**config.mk**
```make
export PLATFORM = sky130hd
export DESIGN_NAME = spci_top
export DESIGN_NICKNAME = d
export VERILOG_FILES = /design/src/rtl/spci_pkg.sv /design/src/rtl/spci_sync.sv /design/src/rtl/spci_clkdiv.sv /design/src/rtl/spci_top.sv
export SDC_FILE = /design/constraint.sdc
export NUM_CORES = 1
export LEC_CHECK = 0
export ABC_AREA = 1
export BUFFER_PORTS_ARGS = -buffer_cell sky130_fd_sc_hd__buf_2
export CAP_MARGIN = 20
export CELL_PAD_IN_SITES_DETAIL_PLACEMENT = 2
export CELL_PAD_IN_SITES_GLOBAL_PLACEMENT = 2
export CORE_MARGIN = 2
export CORE_UTILIZATION = 28
export DETAILED_ROUTE_END_ITERATION = 8
export PLACE_DENSITY_LB_ADDON = 0.1
export SYNTH_ARGS = -nofsm -noshare
export SYNTH_HDL_FRONTEND = slang
export SYNTH_HIERARCHICAL = 1
export SYNTH_SLANG_ARGS = --single-unit
```
**constraint.sdc**
```tcl
create_clock -name clk_sys -period 1.8 [get_ports clk_sys]
set_clock_uncertainty 0.05 [all_clocks]
set_input_delay 0.36 -clock clk_sys [delete_from_list [all_inputs] [get_ports clk_sys]]
set_output_delay 0.36 -clock clk_sys [all_outputs]
set_load 0.02 [all_outputs]
```
**src/rtl/spci_pkg.sv**
```systemverilog
`default_nettype none
package spci_pkg;
  // printed offsets are register indices; byte address is four times the index
  localparam logic [7:0] IDX_DATA = 8'h21;
  localparam logic [7:0] IDX_CTRL = 8'h22;
  localparam logic [7:0] IDX_STAT = 8'h23;
  localparam logic [7:0] ADDR_DATA = {IDX_DATA[5:0], 2'h0};
  localparam logic [7:0] ADDR_CTRL = {IDX_CTRL[5:0], 2'h0};
  localparam logic [7:0] ADDR_STAT = {IDX_STAT[5:0], 2'h0};
  localparam logic [7:0] CTRL_RST = 8'h00;
  localparam logic [7:0] STAT_RST = 8'h00;
  localparam int CB_IRQ_EN = 7;
  localparam int CB_PIN_EN = 6;
  localparam int CB_RATE_DIV = 5;
  localparam int CB_MASTER = 4;
  localparam int CB_IDLE = 3;
  localparam int CB_CAPT = 2;
  localparam int SB_DONE = 7;
  localparam int SB_WRITE_COLLISION_FLAG = 6;
  localparam int SB_FAULT = 4;
  localparam logic [3:0] LAST_EDGE = 4'hF;
  localparam logic [1:0] RESP_OKAY = 2'h0;
  localparam logic [1:0] RESP_SLVERR = 2'h2;
  localparam logic [1:0] SEL_NONE = 2'h0;
  localparam logic [1:0] SEL_DATA = 2'h1;
  localparam logic [1:0] SEL_CTRL = 2'h2;
  localparam logic [1:0] SEL_STAT = 2'h3;
  typedef enum logic [1:0] {SPCI_IDLE = 2'b01, SPCI_RUN = 2'b10} spci_state_t;

  function automatic logic [1:0] spci_sel(input logic [7:0] addr);
    case (addr)
      ADDR_DATA: spci_sel = SEL_DATA;
      ADDR_CTRL: spci_sel = SEL_CTRL;
      ADDR_STAT: spci_sel = SEL_STAT;
      default: spci_sel = SEL_NONE;
    endcase
  endfunction

  // half period of sck in system clocks, indexed by {rate div, rate bits}
  function automatic logic [6:0] spci_half(input logic [2:0] code);
    case (code)
      3'h4: spci_half = 7'h02;
      3'h0: spci_half = 7'h04;
      3'h1: spci_half = 7'h08;
      3'h6: spci_half = 7'h10;
      3'h2: spci_half = 7'h20;
      3'h3: spci_half = 7'h40;
      default: spci_half = 7'h02;
    endcase
  endfunction
endpackage
`default_nettype wire

```
**src/rtl/spci_sync.sv**
```systemverilog
`default_nettype none
module spci_sync #(
  parameter int W = 4,
  parameter logic [W-1:0] RST = '0
) (
  input wire logic clk_sys,
  input wire logic rst_b,
  input wire logic clk_en,
  input wire logic [W-1:0] pin,
  output logic [W-1:0] level
);
  logic [W-1:0] ff1_reg, ff2_reg, ff3_reg, level_reg, level_next;

  // a change counts only once the second and third stages agree
  always_comb begin
    level_next = ((ff2_reg ~^ ff3_reg) & ff3_reg) | ((ff2_reg ^ ff3_reg) & level_reg);
  end

  always_ff @(posedge clk_sys) begin
    if (!rst_b) begin
      ff1_reg <= RST;
      ff2_reg <= RST;
      ff3_reg <= RST;
      level_reg <= RST;
    end else if (clk_en) begin
      ff1_reg <= pin;
      ff2_reg <= ff1_reg;
      ff3_reg <= ff2_reg;
      level_reg <= level_next;
    end
  end

  assign level = level_reg;
endmodule
`default_nettype wire

```
**src/rtl/spci_clkdiv.sv**
```systemverilog
`default_nettype none
module spci_clkdiv (
  input wire logic clk_sys,
  input wire logic rst_b,
  input wire logic clk_en,
  input wire logic run,
  input wire logic [6:0] half,
  output logic tick
);
  logic [6:0] cnt_reg, cnt_next;
  logic tick_reg, tick_next;

  always_comb begin
    cnt_next = 7'h00;
    tick_next = 1'b0;
    if (run) begin
      if (cnt_reg == half - 7'h01) begin
        tick_next = 1'b1;
      end else begin
        cnt_next = cnt_reg + 7'h01;
      end
    end
  end

  always_ff @(posedge clk_sys) begin
    if (!rst_b) begin
      cnt_reg <= 7'h00;
      tick_reg <= 1'b0;
    end else if (clk_en) begin
      cnt_reg <= cnt_next;
      tick_reg <= tick_next;
    end
  end

  assign tick = tick_reg;
endmodule
`default_nettype wire

```
**src/rtl/spci_top.sv**
```systemverilog
`default_nettype none
module spci_top (
  input wire logic clk_sys,
  input wire logic rst_b,
  input wire logic clk_en,
  input wire logic [7:0] s_axi_awaddr,
  input wire logic s_axi_awvalid,
  output logic s_axi_awready,
  input wire logic [31:0] s_axi_wdata,
  input wire logic [3:0] s_axi_wstrb,
  input wire logic s_axi_wvalid,
  output logic s_axi_wready,
  output logic [1:0] s_axi_bresp,
  output logic s_axi_bvalid,
  input wire logic s_axi_bready,
  input wire logic [7:0] s_axi_araddr,
  input wire logic s_axi_arvalid,
  output logic s_axi_arready,
  output logic [31:0] s_axi_rdata,
  output logic [1:0] s_axi_rresp,
  output logic s_axi_rvalid,
  input wire logic s_axi_rready,
  input wire logic cpu_irq_mask,
  output logic irq_req,
  output logic wake_req,
  input wire logic ss_b_pin,
  input wire logic sck_pin_i,
  output logic sck_pin_o,
  output logic sck_pin_oe,
  input wire logic mosi_pin_i,
  output logic mosi_pin_o,
  output logic mosi_pin_oe,
  input wire logic miso_pin_i,
  output logic miso_pin_o,
  output logic miso_pin_oe,
  input wire logic [2:0] port_o,
  input wire logic [2:0] port_oe
);
  ////////////////////////////////////////////////////////////////////////
  logic awready_reg, awready_next, wready_reg, wready_next;
  logic aw_full_reg, aw_full_next, w_full_reg, w_full_next;
  logic [7:0] waddr_reg, waddr_next, wdat_reg, wdat_next;
  logic wstb_reg, wstb_next;
  logic bvalid_reg, bvalid_next, arready_reg, arready_next, rvalid_reg, rvalid_next;
  logic [1:0] bresp_reg, bresp_next, rresp_reg, rresp_next;
  logic [7:0] rdata_reg, rdata_next;
  logic wr_go, wr_en, rd_go;
  logic [1:0] wsel, rsel;

  logic [7:0] ctrl_reg, ctrl_next, tx_reg, tx_next, rx_reg, rx_next, buf_reg, buf_next;
  logic done_reg, done_next, write_collision_flag_reg, write_collision_flag_next, fault_reg, fault_next;
  logic arm_done_reg, arm_done_next, arm_write_collision_flag_reg, arm_write_collision_flag_next;
  logic arm_fault_reg, arm_fault_next;
  spci_pkg::spci_state_t st_reg, st_next;
  logic [3:0] edge_reg, edge_next;
  logic sck_ph_reg, sck_ph_next, sck_prev_reg, ss_prev_reg;
  logic irq_reg, irq_next, wake_reg, wake_next;
  logic [2:0] pin_o_reg, pin_o_next, pin_oe_reg, pin_oe_next;
  logic ss_s, sck_s, mosi_s, miso_s, tick, master, pin_en, capt;
  logic busy, ev, din, data_acc, stat_acc, irq_src;
  logic [7:0] stat_val;

  ////////////////////////////////////////////////////////////////////////
  spci_sync #(.W(4), .RST(4'hF)) u_sync (
    .clk_sys(clk_sys),
    .rst_b(rst_b),
    .clk_en(clk_en),
    .pin({ss_b_pin, sck_pin_i, mosi_pin_i, miso_pin_i}),
    .level({ss_s, sck_s, mosi_s, miso_s})
  );

  // rate bits only reach the divider, which runs only for a master transfer
  spci_clkdiv u_div (
    .clk_sys(clk_sys),
    .rst_b(rst_b),
    .clk_en(clk_en),
    .run(st_reg == spci_pkg::SPCI_RUN && master),
    .half(spci_pkg::spci_half({ctrl_reg[spci_pkg::CB_RATE_DIV], ctrl_reg[1:0]})),
    .tick(tick)
  );

  ////////////////////////////////////////////////////////////////////////
  // bus slave: address and data are latched independently, response after both
  assign wsel = spci_pkg::spci_sel(waddr_reg);
  assign rsel = spci_pkg::spci_sel(s_axi_araddr);
  assign wr_go = aw_full_reg && w_full_reg && !bvalid_reg;
  assign wr_en = wr_go && wstb_reg;
  assign rd_go = s_axi_arvalid && arready_reg;
  assign stat_val = {done_reg, write_collision_flag_reg, 1'b0, fault_reg, 4'h0};

  always_comb begin
    awready_next = awready_reg;
    wready_next = wready_reg;
    aw_full_next = aw_full_reg;
    w_full_next = w_full_reg;
    waddr_next = waddr_reg;
    wdat_next = wdat_reg;
    wstb_next = wstb_reg;
    bvalid_next = bvalid_reg;
    bresp_next = bresp_reg;
    arready_next = arready_reg;
    rvalid_next = rvalid_reg;
    rresp_next = rresp_reg;
    rdata_next = rdata_reg;
    if (s_axi_awvalid && awready_reg) begin
      aw_full_next = 1'b1;
      awready_next = 1'b0;
      waddr_next = s_axi_awaddr;
    end
    if (s_axi_wvalid && wready_reg) begin
      w_full_next = 1'b1;
      wready_next = 1'b0;
      wdat_next = s_axi_wdata[7:0];
      wstb_next = s_axi_wstrb[0];
    end
    if (wr_go) begin
      aw_full_next = 1'b0;
      w_full_next = 1'b0;
      bvalid_next = 1'b1;
      bresp_next = (wsel == spci_pkg::SEL_NONE) ? spci_pkg::RESP_SLVERR : spci_pkg::RESP_OKAY;
    end
    if (bvalid_reg && s_axi_bready) begin
      bvalid_next = 1'b0;
      awready_next = 1'b1;
      wready_next = 1'b1;
    end
    if (rd_go) begin
      arready_next = 1'b0;
      rvalid_next = 1'b1;
      rresp_next = (rsel == spci_pkg::SEL_NONE) ? spci_pkg::RESP_SLVERR : spci_pkg::RESP_OKAY;
      case (rsel)
        spci_pkg::SEL_DATA: rdata_next = buf_reg;
        spci_pkg::SEL_CTRL: rdata_next = ctrl_reg;
        spci_pkg::SEL_STAT: rdata_next = stat_val;
        default: rdata_next = 8'h00;
      endcase
    end
    if (rvalid_reg && s_axi_rready) begin
      rvalid_next = 1'b0;
      arready_next = 1'b1;
    end
  end

  always_ff @(posedge clk_sys) begin
    if (!rst_b) begin
      awready_reg <= 1'b1;
      wready_reg <= 1'b1;
      aw_full_reg <= 1'b0;
      w_full_reg <= 1'b0;
      waddr_reg <= 8'h00;
      wdat_reg <= 8'h00;
      wstb_reg <= 1'b0;
      bvalid_reg <= 1'b0;
      bresp_reg <= 2'h0;
      arready_reg <= 1'b1;
      rvalid_reg <= 1'b0;
      rresp_reg <= 2'h0;
      rdata_reg <= 8'h00;
    end else if (clk_en) begin
      awready_reg <= awready_next;
      wready_reg <= wready_next;
      aw_full_reg <= aw_full_next;
      w_full_reg <= w_full_next;
      waddr_reg <= waddr_next;
      wdat_reg <= wdat_next;
      wstb_reg <= wstb_next;
      bvalid_reg <= bvalid_next;
      bresp_reg <= bresp_next;
      arready_reg <= arready_next;
      rvalid_reg <= rvalid_next;
      rresp_reg <= rresp_next;
      rdata_reg <= rdata_next;
    end
  end

  ////////////////////////////////////////////////////////////////////////
  assign master = ctrl_reg[spci_pkg::CB_MASTER];
  assign pin_en = ctrl_reg[spci_pkg::CB_PIN_EN];
  assign capt = ctrl_reg[spci_pkg::CB_CAPT];
  assign din = master ? miso_s : mosi_s;
  // a selected slave with first-edge capture freezes its data from select onward
  assign busy = st_reg == spci_pkg::SPCI_RUN || (!master && pin_en && !ss_s && !capt);
  assign ev = st_reg == spci_pkg::SPCI_RUN && (master ? tick : sck_s != sck_prev_reg);
  assign data_acc = (wr_go && wsel == spci_pkg::SEL_DATA) || (rd_go && rsel == spci_pkg::SEL_DATA);
  assign stat_acc = (wr_go && wsel == spci_pkg::SEL_STAT) || (rd_go && rsel == spci_pkg::SEL_STAT);
  assign irq_src = ctrl_reg[spci_pkg::CB_IRQ_EN] && (done_reg || fault_reg);

  always_comb begin
    ctrl_next = ctrl_reg;
    done_next = done_reg;
    write_collision_flag_next = write_collision_flag_reg;
    fault_next = fault_reg;
    arm_done_next = arm_done_reg;
    arm_write_collision_flag_next = arm_write_collision_flag_reg;
    arm_fault_next = arm_fault_reg;
    st_next = st_reg;
    tx_next = tx_reg;
    rx_next = rx_reg;
    buf_next = buf_reg;
    edge_next = edge_reg;
    sck_ph_next = sck_ph_reg;
    if (wr_en && wsel == spci_pkg::SEL_CTRL) begin
      ctrl_next = wdat_reg;
      if (fault_reg && !arm_fault_reg) begin
        ctrl_next[spci_pkg::CB_PIN_EN] = pin_en && wdat_reg[spci_pkg::CB_PIN_EN];
        ctrl_next[spci_pkg::CB_MASTER] = master && wdat_reg[spci_pkg::CB_MASTER];
      end
      if (arm_fault_reg) begin
        fault_next = 1'b0;
        arm_fault_next = 1'b0;
      end
    end
    // clears come first so a collision in the same cycle still sets the flag
    if (data_acc) begin
      if (arm_done_reg) begin
        done_next = 1'b0;
      end
      if (arm_write_collision_flag_reg) begin
        write_collision_flag_next = 1'b0;
      end
      arm_done_next = 1'b0;
      arm_write_collision_flag_next = 1'b0;
    end
    if (wr_en && wsel == spci_pkg::SEL_DATA) begin
      if (busy) begin
        write_collision_flag_next = 1'b1;
      end else if (!done_reg || arm_done_reg) begin
        tx_next = wdat_reg;
        if (master && pin_en) begin
          st_next = spci_pkg::SPCI_RUN;
          edge_next = 4'h0;
        end
      end
    end
    if (stat_acc) begin
      arm_done_next = done_reg;
      arm_write_collision_flag_next = write_collision_flag_reg;
      arm_fault_next = fault_reg;
    end
    // slave: a new byte begins on select falling, or back to back with second-edge capture
    if (!master && pin_en && !ss_s && st_reg == spci_pkg::SPCI_IDLE && (ss_prev_reg || capt)) begin
      st_next = spci_pkg::SPCI_RUN;
      edge_next = 4'h0;
    end
    if (ev) begin
      if (edge_reg[0] == capt) begin
        rx_next = {rx_reg[6:0], din};
      end else if (!(capt && edge_reg == 4'h0)) begin
        tx_next = {tx_reg[6:0], 1'b0};
      end
      sck_ph_next = master ? !sck_ph_reg : 1'b0;
      edge_next = edge_reg + 4'h1;
      if (edge_reg == spci_pkg::LAST_EDGE) begin
        st_next = spci_pkg::SPCI_IDLE;
        done_next = 1'b1;
        buf_next = rx_next;
      end
    end
    if (!master && (ss_s || !pin_en) && st_reg == spci_pkg::SPCI_RUN) begin
      st_next = spci_pkg::SPCI_IDLE;
      sck_ph_next = 1'b0;
    end
    // hardware fault wins over any software write of the same cycle
    if (master && !ss_s) begin
      fault_next = 1'b1;
      ctrl_next[spci_pkg::CB_PIN_EN] = 1'b0;
      ctrl_next[spci_pkg::CB_MASTER] = 1'b0;
      st_next = spci_pkg::SPCI_IDLE;
      sck_ph_next = 1'b0;
    end
  end

  // pins and request leave through flops; the port owns the pins while disabled
  always_comb begin
    irq_next = irq_src && !cpu_irq_mask;
    wake_next = irq_src;
    pin_o_next = port_o;
    pin_oe_next = port_oe;
    if (pin_en) begin
      pin_o_next = {tx_reg[7], tx_reg[7], ctrl_reg[spci_pkg::CB_IDLE] ^ sck_ph_reg};
      pin_oe_next = {!master && !ss_s, master, master};
    end
  end

  always_ff @(posedge clk_sys) begin
    if (!rst_b) begin
      ctrl_reg <= spci_pkg::CTRL_RST;
      {done_reg, write_collision_flag_reg, fault_reg} <= 3'h0;
      {arm_done_reg, arm_write_collision_flag_reg, arm_fault_reg} <= 3'h0;
      st_reg <= spci_pkg::SPCI_IDLE;
      tx_reg <= 8'h00;
      rx_reg <= 8'h00;
      buf_reg <= 8'h00;
      edge_reg <= 4'h0;
      sck_ph_reg <= 1'b0;
      sck_prev_reg <= 1'b1;
      ss_prev_reg <= 1'b1;
      irq_reg <= 1'b0;
      wake_reg <= 1'b0;
      pin_o_reg <= 3'h0;
      pin_oe_reg <= 3'h0;
    end else if (clk_en) begin
      ctrl_reg <= ctrl_next;
      {done_reg, write_collision_flag_reg, fault_reg} <= {done_next, write_collision_flag_next, fault_next};
      {arm_done_reg, arm_write_collision_flag_reg, arm_fault_reg} <= {arm_done_next, arm_write_collision_flag_next, arm_fault_next};
      st_reg <= st_next;
      tx_reg <= tx_next;
      rx_reg <= rx_next;
      buf_reg <= buf_next;
      edge_reg <= edge_next;
      sck_ph_reg <= sck_ph_next;
      sck_prev_reg <= sck_s;
      ss_prev_reg <= ss_s;
      irq_reg <= irq_next;
      wake_reg <= wake_next;
      pin_o_reg <= pin_o_next;
      pin_oe_reg <= pin_oe_next;
    end
  end

  assign s_axi_awready = awready_reg;
  assign s_axi_wready = wready_reg;
  assign s_axi_bvalid = bvalid_reg;
  assign s_axi_bresp = bresp_reg;
  assign s_axi_arready = arready_reg;
  assign s_axi_rvalid = rvalid_reg;
  assign s_axi_rresp = rresp_reg;
  assign s_axi_rdata = {24'h000000, rdata_reg};
  assign irq_req = irq_reg;
  assign wake_req = wake_reg;
  assign {miso_pin_o, mosi_pin_o, sck_pin_o} = pin_o_reg;
  assign {miso_pin_oe, mosi_pin_oe, sck_pin_oe} = pin_oe_reg;
endmodule
`default_nettype wire

```
* Word-level counts from Yosys, hierarchy flattened *
Index checks and enable logic that the tools add are counted.
W data, S select, Z words.

storage, ports and cells
  bits in registers = 115

cells by class
  $add $sub $neg = 3
  eq/ne operators = 23
  multiplexer cells = 75
  bitwise gates (word level) = 6
  reduce and logical (&&, ||, !) cells = 85

operators with widths
  kind                   number
  $mux W8                7
  $eq A8 B8 Y1 const B   6
  $mux W1                42
  $pmux W7 S5            1
  $logic_and A1 B1 Y1    32
  $reduce_and A2 Y1      16
  $mux W4                6
  $pmux W8 S3            1
  $mux W2                11
  $mux W7                3
  $reduce_bool A2 Y1     10
  $pmux W2 S3            2
  $reduce_bool A3 Y1     4
  $eq A2 B2 Y1 const B   5
  $logic_not A1 Y1       9
  $and A4 B4 Y4          2
  $add A7 B1 Y7 const B  1
  $eq A7 B7 Y1           1
  $logic_or A1 B1 Y1     7
  $sub A7 B1 Y7 const B  1
  $eq A2 B1 Y1 const B   3
  $eq A3 B2 Y1 const B   2
  $mux W3                2
  $reduce_and A3 Y1      2
  other kinds (15)       16

* Longest topological paths before layout *
  depth in word-level cells = 12
  gate-level depth with buffers = 13
  gate-level depth less buffers = 13

* Modules after synthesis *
Netlist, hierarchy kept.

by module, submodules not included
  module       times used  cells each  area an instance (um2)  seq. area each (um2)
  spci_top     1           623         4560.6                  1781.7
  spci_clkdiv  1           120         742.0                   160.2
  spci_sync    1           82          639.4                   320.3

* Worst setup path after synthesis *
No wires, ideal clock.

  kind = register -> register
  start point = reg ctrl_reg[5]
  end point = reg u_div.cnt_reg[1]
  setup time = 0.123 ns
  arrival time = 1.590 ns
  data required time = 1.627 ns
  path slack = 0.038 ns
  cell stages (with the launch flop) = 12
  path buffers = 0
  clock period less this slack = 1.762 ns
  cells stage by stage = dfxtp_1 -> inv_1 -> a21oi_1 -> inv_1 -> ha_1 -> nor2_1 -> nor2_1 -> nand2_1 -> nor2_2 -> nand3_4 -> o21bai_1 -> a21oi_1

on the way
  word-level cells in the longest chain between the ends = 6

RTL lines
  element                                     RTL line           RTL
  from (decl)                                 spci_top.sv:50     logic [7:0] ctrl_reg, ctrl_next, tx_reg, tx_next, rx_reg, rx_next, buf_reg, buf_next;
  from (signal assigned)                      spci_top.sv:287    ctrl_reg <= spci_pkg::CTRL_RST;
  from (signal assigned)                      spci_top.sv:303    ctrl_reg <= ctrl_next;
  $eq A3 B2 Y1, or another cell as far along  spci_pkg.sv:41     case (code)
  $pmux W7 S5 (*)                             spci_pkg.sv:41
  $sub A7 B1 Y7 (*)                           spci_clkdiv.sv:17  if (cnt_reg == half - 7'h01) begin
  $eq A7 B7 Y1 (*)                            spci_clkdiv.sv:17
  $mux W7 (*)                                 spci_clkdiv.sv:17
  $mux W7 (*)                                 spci_clkdiv.sv:16  if (run) begin
  to (signal assigned)                        spci_clkdiv.sv:30  cnt_reg <= cnt_next;
  to (decl)                                   spci_clkdiv.sv:10  logic [6:0] cnt_reg, cnt_next;

Every way passes the cells marked *; elsewhere a longest branch is shown, timed or not.
A chain may end at the register's enable or synchronous reset.

* Worst setup path after layout *
  start point = reg ctrl_reg[0]
  end point = reg u_div.cnt_reg[0]

Same word-level chain as after synthesis.

==> results.yml <==
min_path:
  hold_class: "in -> reg"
  hold_path_depth: 3
  worstHoldStart: "mosi_pin_i"
  hold_path_end: "u_sync/ff1_reg[1]"
yosys:
  yosysSeqAreaShare_pct: 38.1
  synthAdderAreaFrac_pct: 1.68
  yosys.cell_types.count: 47
  yosys-top-cells-count: "196 x nand2_1, 113 x dfxtp_1, 79 x a21oi_1, 79 x inv_1, 68 x nand3_1"
  syn-cell-area_um2: 5940
  yosys.area.top_type_share_pct: 38.1
  synth_ff_type: "dfxtp_1"
  yosys-top-cells-area: "dfxtp_1 38%, nand2_1 12%, a21oi_1 6.7%"
  ys_warn_count: 6
  synth_top_cell_by_area: "dfxtp_1"
  synthXorXnorAreaFrac_pct: 1.01
  synth_cells: 825
  synth_simple_gate_area_share_pct: 30.4
  synth_top_family_by_area: "simple AND/OR/NAND/NOR gates"
  synth-edff-count: 0
  muxShareOfSynthArea_pct: 0
  syn_area_per_cell_um2: 7.20
  synthArstFlopShare_pct: 0
  ys_ff_latch: 113
  yosysMostFrequentCell: "nand2_1"
  synth-compound-area-share_pct: 16.6
floorplan:
  coreArea_um2: 21000
  die_x_um: 150
  rows: 53
  fp.dieArea_um2: 22400
  start_util_pct: 28.4
  io_pins: 120
  die_height_um: 150
detailed_routing:
  drcViolationCount: 0
  drtIter0Drc: 202
  wl_um: 19400
  postRouteAntennaNets: 0
  via_count: 5692
  first_pass_iters: 4
  post_drt_wl_per_cell_um: 16.0
  routed_via_density: 4.70
power_and_ir_drop:
  p_per_area_nw_per_um2: 901
  leakage_nw: 3.34
  vdd_drop_max_uv: 544
critical_path:
  path_delay_family: "simple AND/OR/NAND/NOR gates"
  cpPeakStageDelay_ns: 0.34
  worstPathRequired_ns: 2.05
  cpMaxStageDelayCell: "dfxtp_2"
  crit_buf_inv: 2
  worstPathCellList: "inv_2 -> a21oi_4 -> inv_2 -> ha_4 -> nor2_2 -> nor2_1 -> nand2_1 -> nor2_2 -> nand3_4 -> o21bai_1 -> a21oi_1"
  rr_endpoint: "u_div/cnt_reg[0]"
  endpoint_kind: "register"
  r2r_start: "ctrl_reg[0]"
  crit_type: "reg -> reg"
  crit_arrival_ns: 2.01
  rrSetupSlack_ns: 0.04
  reg2reg_depth: 11
  cp_max_fo: 8
  cp-start-kind: "register"
place:
  preCtsSetupSlack_ns: -0.113
  dpl.hpwl_um: 14400
  placed_cell_area_um2: 6670
  port-buffer-count: 66
  place_congestion: 0.762
global_routing:
  grt_start_max_net_pins: 70
  grt_usage_pct: 18.0
  grt_pass1_vias: 6337
  grt_pass1_wl_um: 31600
  antenna_found_initial: 0
  grt_overflow: 0
clocking:
  cts_tree: "yes"
  clockBufferDepth: 2
  root_buffer: "clkbuf_16"
  clock_latency_ns: 0.42
  htree_levels: 4
  numCtsBuffers: 17
  clkTransAtPathRegs_ns: 0.06
  cts.sinks: 113
run_status:
  outcome: "completed"
timing:
  setup_tns_ns: 0
  max-slew-margin-rel_pct: 66.6
  layout_setup_ws_ns: 0.0351
  finalHoldViolCount: 0
  final_max_slew_viol_count: 0
  setup_violations: 0
  period_minus_slack_ns: 1.76
  rsz0062_at_grt: "true"
  fmax_ghz: 0.567
  hold_ws_ns: 0.107
  tightest_slew_ns: 0.500
  period_share_pct: 98.1
final_layout:
  final_area_um2: 7360
  layout-drive-gt1-share_pct: 24.9
  final_util_pct: 35.1
  fillers: 2525
  nNetsFinal: 1002
  diodes: 0
  area_growth_pct: 23.9
flow_run:
  cap_violations: 0
[cell type report]
type / instances / area, um2 / share of cell area [%]
Tap cell: 275 / 344 / 4.67
Clock inverter: 9 / 104 / 1.41
Inverter: 98 / 378 / 5.13
Multi-Input combinational cell: 588 / 3110 / 42.2
Clock buffer: 23 / 498 / 6.76
Timing Repair Buffer: 105 / 664 / 9.02
Sequential cell: 113 / 2270 / 30.8
[placed cells by master, fill, tap and decap left out, drive strengths merged, types with 2 or more instances in the layout]
cell type and count:
o211ai 2, xnor2 3, nand4 2, buf 105, nor3b 2, clkinvlp 2, nand3b 10, o21ai 59
ha 8, xor2 3, nand2 214, o21bai 10, clkinv 9, bufinv 2, nand3 79, nor3 8
o21a 2, inv 94, clkbuf 23, a31oi 2, dfxtp 113, nor2 55, conb 28, a21oi 95
[routing by layer]
metal / GRT usage [%] / wire, um / up-vias
met5: 0 / 0 / -
li1: - / - / 2822
met3: 3.20 / 507 / 17
met4: 5.75 / 283 / 0
met1: 20.7 / 8400 / 2781
met2: 33.7 / 10200 / 72
[worst max path at each step]
stage,from,slack [ns],cells after the start,endpoint
after floorplan,ctrl_reg[5],0.04,11,u_div/cnt_reg[1]
after global placement,clk_en,-0.06,6,rdata_reg[1]
after detailed placement,clk_en,-0.11,6,rdata_reg[0]
after CTS,ctrl_reg[0],-0.01,11,u_div/cnt_reg[0]
after global routing,ctrl_reg[0],-0.12,11,u_div/cnt_reg[0]
final,ctrl_reg[0],0.04,11,u_div/cnt_reg[0]
[worst reg2reg max path, cell delays in order, from the launching register on]
cell and delay (ns):
dfxtp_2 0.34, inv_2 0.05, a21oi_4 0.16, inv_2 0.06, ha_4 0.26, nor2_2 0.03, nor2_1 0.09, nand2_1 0.08
nor2_2 0.14, nand3_4 0.14, o21bai_1 0.16, a21oi_1 0.09
[stage by stage]
| stage | power [mW] | std cells |
|---|---|---|
| after global routing | 6.95 | 1211 |
| after CTS | 6.73 | 1209 |
| after floorplan | 3.08 | 852 |
| after detailed placement | 3.25 | 1177 |
| final | 6.63 | 1211 |
| after global placement | 3.22 | 1177 |
[where the power goes]
part	switching [mW]	internal (mW)	total, mW
Clock	1.23	2.21	3.44
Sequential	0.0564	2.59	2.65
Combinational	0.369	0.178	0.547
Total	1.65	4.98	6.63
[logic make-up after synthesis]
| group | count (synthesis) |
|---|---|
| AND/OR/NAND/NOR | 372 |
| XOR/XNOR | 6 |
| other | 1 |
| adder cells (fa/ha/maj) | 8 |
| buffers and inverters | 151 |
| AO/OA/AOI/OAI | 174 |
| flip-flops | 113 |
[what timing repair did]
| action | 4_1_cts | 5_1_grt |
|---|---|---|
| buffers inserted | 0 | 2 |
| pin swaps | 8 | 6 |
| resized for setup | 11 | 10 |
| endpoints found under the setup margin | 8 | 22 |
| hold buffers | 0 | 0 |
Note: power is estimated with default switching activity, not from simulation.
